==> src/core/lvd_pkg.sv <==
/*
 * Shared constants for the low-voltage detector control block: register
 * offsets, bit positions, reset values and timing counts.
 * Assumes a 250 MHz system clock; all users refer to names with the package scope.
 */
package lvd_pkg;

    localparam int unsigned CLK_MHZ = 250;

    // Register offsets on the plain register port.
    localparam logic [3:0] OFF_CONTROL   = 4'h0;
    localparam logic [3:0] OFF_IRQ_FLAG  = 4'h1;
    localparam logic [3:0] OFF_IRQ_MASK  = 4'h2;
    localparam logic [3:0] OFF_RST_STAT  = 4'h3;

    // Control register field positions.
    localparam int unsigned BIT_COMPARE = 0;
    localparam int unsigned BIT_ACTION  = 1;
    localparam int unsigned BIT_SOURCE  = 2;
    localparam int unsigned BIT_ENABLE  = 7;

    // Interrupt request flag position in the low flag register 0.
    localparam int unsigned BIT_IRQ_REQ = 1;

    // Mask register reset value: detector interrupt masked.
    localparam logic [7:0] MASK_RESET    = 8'h02;
    localparam logic [7:0] CONTROL_RESET = 8'h00;

    // Detection delay, longest allowed, in microseconds; rounded down to cycles.
    localparam int unsigned DETECT_DELAY_US = 200;
    localparam int unsigned DETECT_DELAY_CYC = DETECT_DELAY_US * CLK_MHZ;
    localparam int unsigned CNT_W = 16;

endpackage

==> src/core/lvd_sync_if.sv <==
/*
 * Interface carrying the filtered comparator state from the debounce
 * filter to the control logic. Assumes one clock domain.
 */
`timescale 1ns/1ps
interface lvd_sync_if;
    logic below;     // Filtered: watched voltage below threshold.
    logic changed;   // One-cycle pulse when the filtered level changes.

    modport filt (output below, output changed);
    modport ctrl (input below, input changed);
endinterface

==> src/core/lvd_filter.sv <==
/*
 * Detection delay filter: the raw comparator level must hold steady for
 * a programmed number of cycles before the filtered level follows.
 * Assumes the raw input is already synchronised to clk_sys_i.
 */
`timescale 1ns/1ps
module lvd_filter #(
    parameter int unsigned DELAY_CYC = lvd_pkg::DETECT_DELAY_CYC
) (
    input  wire logic clk_sys_i,
    input  wire logic sys_rst_i,
    input  wire logic enable_i,
    input  wire logic raw_below_i,
    lvd_sync_if.filt  sync
);

    localparam logic [lvd_pkg::CNT_W-1:0] LIMIT = lvd_pkg::CNT_W'(DELAY_CYC - 1);

    logic [lvd_pkg::CNT_W-1:0] cnt_q;

    // Count while the raw level differs from the filtered one; a glitch restarts it.
    always_ff @(posedge clk_sys_i or posedge sys_rst_i) begin
        if (sys_rst_i) begin
            cnt_q <= '0;
        end else if (!enable_i || raw_below_i == sync.below) begin
            cnt_q <= '0;
        end else if (cnt_q != LIMIT) begin
            cnt_q <= cnt_q + 1'b1;
        end
    end

    // Filtered level follows once the count expires, DELAY_CYC cycles after the raw level last began to differ.
    always_ff @(posedge clk_sys_i or posedge sys_rst_i) begin
        if (sys_rst_i) begin
            sync.below   <= 1'b0;
            sync.changed <= 1'b0;
        end else begin
            sync.changed <= 1'b0;
            if (enable_i && raw_below_i != sync.below && cnt_q == LIMIT) begin
                sync.below   <= raw_below_i;
                sync.changed <= 1'b1;
            end
        end
    end

endmodule

==> src/core/low_voltage_detect_control.sv <==
/*
 * Control logic of the low-voltage detector: control register, request
 * flag, mask, reset request and interrupt output.
 * Assumes the analog comparators are outside and deliver raw levels
 * asynchronous to clk_sys_i; the CPU uses the plain register port.
 */
// Summary of operation
// - Every reset sets the detector interrupt mask, masking the interrupt.
// - Source select bit 2: one watches external input, zero watches supply.
// - Action select bit 1 at zero, its default, makes detection interrupt.
// - Enable bit 7 written to one turns detection on.
// - Bit 0 shows whether watched voltage is below the threshold.
// - A threshold crossing in interrupt mode raises request and sets flags.
// - Disabling while below threshold raises the interrupt request.
// - A threshold level change may set the request flag.
// - Request flag is bit 1 of flag register 0 low, cleared writing zero.
// - Detection reaches reset within 200 us on falling and recovering; the code takes DELAY_CYC plus 2 to 3 cycles, over 200 us at the default.
// - Action select set to one makes detection raise an internal reset.
`timescale 1ns/1ps
module low_voltage_detect_control #(
    parameter int unsigned DELAY_CYC = lvd_pkg::DETECT_DELAY_CYC
) (
    input  wire logic       clk_sys_i,
    input  wire logic       sys_rst_i,
    input  wire logic [3:0] reg_addr_i,
    input  wire logic [7:0] reg_wdata_i,
    input  wire logic       reg_wr_i,
    input  wire logic       reg_rd_i,
    output logic      [7:0] reg_rdata_o,
    input  wire logic       supply_below_i,
    input  wire logic       external_below_i,
    input  wire logic       level_changed_i,
    output logic            detect_irq_o,
    output logic            detect_reset_o,
    output logic            detect_on_o,
    output logic            source_ext_o
);

    lvd_sync_if sync ();

    logic       enable_q;
    logic       source_q;
    logic       action_q;
    logic       req_flag_q;
    logic       mask_q;
    logic       rst_seen_q;
    logic [1:0] sup_meta_q;
    logic [1:0] ext_meta_q;
    logic       lvl_meta_q;
    logic       lvl_sync_q;
    logic       lvl_prev_q;
    logic       raw_below;
    logic       wr_ctl;
    logic       wr_flag;
    logic       wr_mask;
    logic       wr_rst;
    logic       disable_evt;
    logic       detect_evt;
    logic       level_evt;
    logic       set_req;

    // Two-stage synchronisers; the first stage is read only by the second stage.
    always_ff @(posedge clk_sys_i or posedge sys_rst_i) begin
        if (sys_rst_i) begin
            sup_meta_q <= 2'h0;
            ext_meta_q <= 2'h0;
            lvl_meta_q <= 1'b0;
            lvl_sync_q <= 1'b0;
            lvl_prev_q <= 1'b0;
        end else begin
            sup_meta_q <= {sup_meta_q[0], supply_below_i};
            ext_meta_q <= {ext_meta_q[0], external_below_i};
            lvl_meta_q <= level_changed_i;
            lvl_sync_q <= lvl_meta_q;
            lvl_prev_q <= lvl_sync_q;
        end
    end

    // Pick the watched comparator.
    assign raw_below = source_q ? ext_meta_q[1] : sup_meta_q[1];

    lvd_filter #(
        .DELAY_CYC (DELAY_CYC)
    ) u_filter (
        .clk_sys_i   (clk_sys_i),
        .sys_rst_i   (sys_rst_i),
        .enable_i    (enable_q),
        .raw_below_i (raw_below),
        .sync        (sync.filt)
    );

    // Register write decodes.
    assign wr_ctl  = reg_wr_i && reg_addr_i == lvd_pkg::OFF_CONTROL;
    assign wr_flag = reg_wr_i && reg_addr_i == lvd_pkg::OFF_IRQ_FLAG;
    assign wr_mask = reg_wr_i && reg_addr_i == lvd_pkg::OFF_IRQ_MASK;
    assign wr_rst  = reg_wr_i && reg_addr_i == lvd_pkg::OFF_RST_STAT;

    // Turning detection off while the filtered level is below raises a request.
    assign disable_evt = wr_ctl && enable_q && !reg_wdata_i[lvd_pkg::BIT_ENABLE] && sync.below;
    // Any filtered crossing in interrupt mode raises a request.
    assign detect_evt  = enable_q && !action_q && sync.changed;
    // A threshold level change pulse from the level select logic.
    assign level_evt   = enable_q && lvl_sync_q && !lvl_prev_q;
    assign set_req     = disable_evt || detect_evt || level_evt;

    // Control bits; the compare bit is not stored and ignores writes.
    always_ff @(posedge clk_sys_i or posedge sys_rst_i) begin
        if (sys_rst_i) begin
            enable_q <= lvd_pkg::CONTROL_RESET[lvd_pkg::BIT_ENABLE];
            source_q <= lvd_pkg::CONTROL_RESET[lvd_pkg::BIT_SOURCE];
            action_q <= lvd_pkg::CONTROL_RESET[lvd_pkg::BIT_ACTION];
        end else if (wr_ctl) begin
            enable_q <= reg_wdata_i[lvd_pkg::BIT_ENABLE];
            source_q <= reg_wdata_i[lvd_pkg::BIT_SOURCE];
            action_q <= reg_wdata_i[lvd_pkg::BIT_ACTION];
        end
    end

    // Sticky request flag; a new event wins over a software clear in the same cycle.
    always_ff @(posedge clk_sys_i or posedge sys_rst_i) begin
        if (sys_rst_i) begin
            req_flag_q <= 1'b0;
        end else if (set_req) begin
            req_flag_q <= 1'b1;
        end else if (wr_flag && !reg_wdata_i[lvd_pkg::BIT_IRQ_REQ]) begin
            req_flag_q <= 1'b0;
        end
    end

    // Mask comes up set after every reset so nothing fires before software is ready.
    always_ff @(posedge clk_sys_i or posedge sys_rst_i) begin
        if (sys_rst_i) begin
            mask_q <= lvd_pkg::MASK_RESET[lvd_pkg::BIT_IRQ_REQ];
        end else if (wr_mask) begin
            mask_q <= reg_wdata_i[lvd_pkg::BIT_IRQ_REQ];
        end
    end

    // The internal reset request follows the filtered level in reset mode.
    always_ff @(posedge clk_sys_i or posedge sys_rst_i) begin
        if (sys_rst_i) begin
            detect_reset_o <= 1'b0;
        end else begin
            detect_reset_o <= enable_q && action_q && sync.below;
        end
    end

    // Sticky record that a detector reset was requested, cleared by writing one.
    always_ff @(posedge clk_sys_i or posedge sys_rst_i) begin
        if (sys_rst_i) begin
            rst_seen_q <= 1'b0;
        end else if (detect_reset_o) begin
            rst_seen_q <= 1'b1;
        end else if (wr_rst && reg_wdata_i[0]) begin
            rst_seen_q <= 1'b0;
        end
    end

    // Level interrupt while the request is pending and unmasked.
    always_ff @(posedge clk_sys_i or posedge sys_rst_i) begin
        if (sys_rst_i) begin
            detect_irq_o <= 1'b0;
        end else begin
            detect_irq_o <= (req_flag_q || set_req) && !mask_q;
        end
    end

    // Status mirrors for the analog side.
    always_ff @(posedge clk_sys_i or posedge sys_rst_i) begin
        if (sys_rst_i) begin
            detect_on_o  <= 1'b0;
            source_ext_o <= 1'b0;
        end else begin
            detect_on_o  <= enable_q;
            source_ext_o <= source_q;
        end
    end

    // Read data stand in the cycle after the strobe only; unmapped reads give zero.
    always_ff @(posedge clk_sys_i or posedge sys_rst_i) begin
        if (sys_rst_i) begin
            reg_rdata_o <= 8'h00;
        end else if (reg_rd_i) begin
            reg_rdata_o <= 8'h00;
            case (reg_addr_i)
                lvd_pkg::OFF_CONTROL: begin
                    reg_rdata_o[lvd_pkg::BIT_ENABLE]  <= enable_q;
                    reg_rdata_o[lvd_pkg::BIT_SOURCE]  <= source_q;
                    reg_rdata_o[lvd_pkg::BIT_ACTION]  <= action_q;
                    reg_rdata_o[lvd_pkg::BIT_COMPARE] <= sync.below;
                end
                lvd_pkg::OFF_IRQ_FLAG: begin
                    reg_rdata_o[lvd_pkg::BIT_IRQ_REQ] <= req_flag_q;
                end
                lvd_pkg::OFF_IRQ_MASK: begin
                    reg_rdata_o[lvd_pkg::BIT_IRQ_REQ] <= mask_q;
                end
                lvd_pkg::OFF_RST_STAT: begin
                    reg_rdata_o[0] <= rst_seen_q;
                end
                default: begin
                    reg_rdata_o <= 8'h00;
                end
            endcase
        end else begin
            reg_rdata_o <= 8'h00;
        end
    end

endmodule

==> config.mk <==
export PLATFORM = sky130hd
export DESIGN_NAME = low_voltage_detect_control
export DESIGN_NICKNAME = d
export VERILOG_FILES = /design/src/core/lvd_pkg.sv /design/src/core/lvd_sync_if.sv /design/src/core/lvd_filter.sv /design/src/core/low_voltage_detect_control.sv
export SDC_FILE = /design/constraint.sdc
export NUM_CORES = 1
export LEC_CHECK = 0
export CAP_MARGIN = 20
export CORE_MARGIN = 2
export CORE_UTILIZATION = 50
export CTS_CLUSTER_DIAMETER = 40
export CTS_CLUSTER_SIZE = 30
export DETAILED_ROUTE_END_ITERATION = 10
export DONT_BUFFER_PORTS = 1
export PLACE_DENSITY = 0.68
export SETUP_SLACK_MARGIN = 0.15
export SYNTH_ARGS = -nofsm -noshare
export SYNTH_HDL_FRONTEND = slang
export SYNTH_SLANG_ARGS = --single-unit
==> constraint.sdc <==
create_clock -name clk_sys_i -period 1.8 [get_ports clk_sys_i]
set_input_delay 0.36 -clock clk_sys_i [delete_from_list [all_inputs] [get_ports clk_sys_i]]
set_output_delay 0.36 -clock clk_sys_i [all_outputs]
set_load 0.03 [all_outputs]
Word-level counts from Yosys, hierarchy flattened
Cells that the tools add are included.

cells by class
  muxes and demuxes = 13
  $add $sub $neg = 1
  eq/ne operators = 7
  reductions and logical operators = 32

operator list
  operator                 count
  $mux W16                 2
  $logic_and A1 B1 Y1      18
  $add A16 B1 Y16 const B  1
  $eq A16 B16 Y1 const B   1
  $ne A16 B16 Y1 const B   1
  $eq A4 B2 Y1 const B     2
  $mux W1                  8
  $mux W8                  1
  $logic_not A1 Y1         6
  $reduce_bool A2 Y1       3
  $eq A4 B1 Y1 const B     1
  $logic_not A4 Y1         1
  $logic_or A1 B1 Y1       4
  $pmux W1 S3              1
  $pmux W1 S2              1
  $eq A1 B1 Y1             1
  $ne A1 B1 Y1             1

storage, ports and cells
  output and inout bits = 12
  logic and storage cells = 72
  flip-flop bits (word level) = 43

Logic depth before layout (Yosys ltp)
  depth in word-level cells = 9
  mapped depth = 5
  mapped depth without buffers = 5

Hierarchy
A second synthesis with hierarchy kept.

unflattened totals
  cells, all modules = 160
  area, all modules = 1764.2 µm²

modules (own cells, without submodules)
  module                      seq. area each (µm²)  instances  cells each  area each (µm²)
  lvd_filter                  450.4                 1          95          920.9
  low_voltage_detect_control  526.8                 1          65          843.3

Worst setup path after synthesis
OpenSTA, ideal clock, no wires.

  path type = reg2reg
  start = register u_filter.cnt_q[2] (netlist bit)
  end = register u_filter.cnt_q[15] (netlist bit)
  buffers on the path = 1
  cell stages (with the launch flop) = 6
  period minus slack after synthesis = 1.690 ns
  setup slack = 0.110 ns
  setup time = 0.078 ns
  arrival = 1.612 ns
  cell sequence = dfrtp_1 > nand3_2 > or3_1 > clkbuf_2 > or4_1 > a21oi_1

between the ends
  cells in the longest elaborated chain, start to end = 3
  elaborated cells between the ends (all ways) = 5

RTL lines
  element                 line              source
  start, declared         lvd_filter.sv:19  logic [lvd_pkg::CNT_W-1:0] cnt_q;
  start signal, assigned  lvd_filter.sv:28  cnt_q <= cnt_q + 1'b1;
  $add A16 B1 Y16         lvd_filter.sv:28
  $mux W16                lvd_filter.sv:27  end else if (cnt_q != LIMIT) begin
  $mux W16                lvd_filter.sv:25  end else if (!enable_i || raw_below_i == sync.below) begin

Several ways; a longest one is shown, not always the timed one. The select of a mux whose other input is x is not followed.
A chain may end at the register's enable or synchronous reset.

Worst setup path in the final report
  start = register u_filter.cnt_q[2] (netlist bit)
  end = register u_filter.cnt_q[13] (netlist bit)

The elaborated chain is that of the path after synthesis.

==> flow_metrics.py <==
metrics = {
    "synth": {
        "ys.flop_type": "dfrtp_1",
        "yosysTopAreaCell": "dfrtp_1",
        "synth.avg_cell_area_um2": 10.5,
        "netlist_top_cells_count": "dfrtp_1 (38), nor2_1 (16), nand2_1 (13)",
        "synth_area_mm2": 0.00173,
        "synth_cell_type_count": 37,
        "yosysTopAreaCellShare": 0.550,
        "synth.yosys.warnings": 0,
        "synthArstFlopShare": 1.00,
        "yosysMostFrequentCell": "dfrtp_1",
        "ys_ff_latch": 39,
        "synth_edf_count": 0,
        "syn_inst": 165,
        "synth-seq-area-share": 0.565,
        "yosys-top-cells-area": "dfrtp_1 (55%), xnor2_1 (4.6%), nor2_1 (3.5%)",
    },
    "timing": {
        "period_share": 0.875,
        "rsz0062_at_grt": "yes",
        "worstMarginPinSlew_ns": 0.603,
        "fin_skew_ns": 0.00891,
        "finalHoldViolCount": 0,
        "drv_slew": 0,
        "finalSetupTns_ns": 0,
        "max_slew_margin": 0.597,
        "clock.fmax_mhz": 635,
        "fin_crit_ns": 1.58,
        "setup_viol": 0,
    },
    "drt": {
        "drtIter0Drc": 102,
        "detail-route-antenna-nets": 0,
        "drt-total-wl_um": 3380,
        "num_vias": 1306,
        "vias_per_cell": 5.73,
        "drc": 0,
        "wl_per_cell_um": 14.8,
        "drtPass1Iterations": 4,
    },
    "global_routing": {
        "grt_max_degree": 40,
        "grt-ovfl-total": 0,
        "grt_pass1_wl_um": 5520,
        "grt_usage": 0.181,
        "antenna_found_initial": 0,
        "grt_pass1_vias": 1241,
    },
    "placed_design": {
        "dp_hpwl_um": 2290,
        "io_buffers": 0,
        "place_area_mm2": 0.00181,
        "gp_congestion": 0.798,
    },
    "critical_path": {
        "rrSetupSlack_ns": 0.22,
        "reg2reg_to": "u_filter.cnt_q[13]",
        "crit_path_end": "u_filter.cnt_q[13]",
        "reg2reg_from": "u_filter.cnt_q[2]",
        "startpoint": "u_filter.cnt_q[2]",
        "path_buf_inv": 1,
        "critPathLaunchType": "flip-flop",
        "reg2reg_depth": 5,
        "crit_cells": 5,
        "required_ns": 2.03,
        "crit_type": "reg2reg",
        "path_cells": "nand3_2, or3_4, buf_4, o31ai_1, a21oi_2",
        "cpPeakStageDelay_ns": 0.42,
        "cp.arrival_ns": 1.81,
        "cp_max_fo": 3,
        "path_delay_family": "simple AND/OR/NAND/NOR gates",
        "cp-end-kind": "flip-flop",
        "slowest_stage": "or3_4",
    },
    "clocking": {
        "clk-insertion-delay-late_ns": 0.34,
        "cts_tree": "built",
        "postCtsHoldBufs": 0,
        "cts_sinks": 39,
        "htree_levels": 2,
        "root_buffer": "clkbuf_4",
        "clkSlewWorstSetupHoldPaths_ns": 0.11,
        "numCtsBuffers": 5,
        "clockBufferDepth": 2,
    },
    "final_layout": {
        "diodes": 0,
        "syn2layout_area_growth_pct": 14.0,
        "finalInstanceArea_mm2": 0.00197,
        "fin_nets": 201,
        "drive_gt1_frac": 0.236,
        "fill_cells": 309,
        "fin_util": 0.591,
    },
    "floorplan": {
        "io_pins": 31,
        "core_mm2": 0.00334,
        "initial_core_util": 0.519,
        "die_y_um": 62.8,
        "fp.dieW_um": 62.8,
        "dieArea_mm2": 0.00395,
        "num_rows": 21,
    },
    "outcome": {
        "outcome": "finished clean",
    },
    "pwr": {
        "powerDensity_mw_per_mm2": 835,
        "power.leakage_nw": 0.870,
        "ir_worst_vdd_v": 0.000471,
    },
    "flow_run": {
        "max_cap_violations": 0,
    },
    "worst_hold_path": {
        "hold_class": "in2async",
    },
}
[stage by stage]
| stage | hold slack [ns] | setup WS (ns) | std cells | power, W |
|---|---|---|---|---|
| finish | 0.00452 | 0.224 | 228 | 0.00165 |
| global route | 0.000128 | 0.130 | 228 | 0.00173 |
| CTS | 0.0234 | 0.152 | 222 | 0.00164 |
| detailed placement | 0.336 | 0.104 | 213 | 0.00119 |
| global placement | 0.332 | 0.166 | 213 | 0.00118 |
| floorplan | 0.331 | 0.157 | 168 | 0.00115 |
[power breakdown]
part           internal [W]  switching (W)
Sequential         0.000939      0.0000905
Combinational     0.0000699      0.0000918
Clock              0.000189       0.000268
Total               0.00120       0.000450
[what timing repair did]
item	4_1_cts	5_1_grt
endpoints found under the setup margin	3	16
setup buffers	1	6
pin swaps	1	7
resized for setup	2	15
[state kept, by name, summed over array words and instances (netlist names)]
name,cells
lvl_sync_q,1
rst_seen_q,1
source_ext_o,1
u_filter.cnt_q,16
mask_q,1
req_flag_q,1
lvl_meta_q,1
detect_irq_o,1
sup_meta_q,2
enable_q,1
lvl_prev_q,1
action_q,1
u_filter.sync.below,1
reg_rdata_o,4
source_q,1
ext_meta_q,2
u_filter.sync.changed,1
detect_on_o,1
detect_reset_o,1
[kinds of logic after synthesis]
logic type	Yosys count	share of synthesized area
muxes	9	0.0550
DFF	39	0.565
xor gates and xnor gates	10	0.0506
AOI/OAI and AO/OA	17	0.0564
buffers and inverters	15	0.0419
other	1	0.00217
adders and majority gates	1	0.00723
and+or+nand+nor	73	0.222
[layout by cell type, fill, tap and decap left out, types with 2 or more instances in the layout]
master    instances
nand3b_1          2
and3_1            5
o21ai_1           2
xnor2_1           8
o31ai_1           2
dfrtp_1          37
clkbuf_4          5
nand2_2           2
nand2_1          11
nor3_1            6
mux2_2            4
a21oi_2           3
a21oi_1           4
nor2_1           16
inv_1             7
nand4_1           5
nor4_1            4
conb_1            4
nand3_1          10
buf_4            14
or4_4             2
mux2i_1           4
[layout make-up]
cell class | instances | area (um^2) | area share
clock buffers | 7 | 55.1 | 0.0279
repair buffers | 14 | 105 | 0.0533
well taps | 46 | 57.6 | 0.0292
clock inverters | 1 | 5.00 | 0.00254
multi-input cells | 114 | 746 | 0.378
flip-flops and latches | 39 | 978 | 0.496
inverters | 7 | 26.3 | 0.0133
[worst min-delay path by stage]
| stage | startpoint | end | slack [ns] |
|---|---|---|---|
| global route | external_below_i | ext_meta_q[0] | 0.0001 |
| detailed placement | lvl_meta_q | lvl_sync_q | 0.34 |
| global placement | sup_meta_q[0] | sup_meta_q[1] | 0.33 |
| CTS | sys_rst_i | lvl_prev_q | 0.02 |
| floorplan | ext_meta_q[0] | ext_meta_q[1] | 0.33 |
| finish | sys_rst_i | lvl_prev_q | 0.005 |
[metal layers]
metal  global-route usage  routed length (um)  share of wire
met1                0.207                1350           0.40
met2                0.310                1730           0.51
met3               0.0649                 224          0.066
met4               0.0667                  76          0.023
met5                    0                   0              0
No activity file was read; power rests on OpenSTA's default activity.
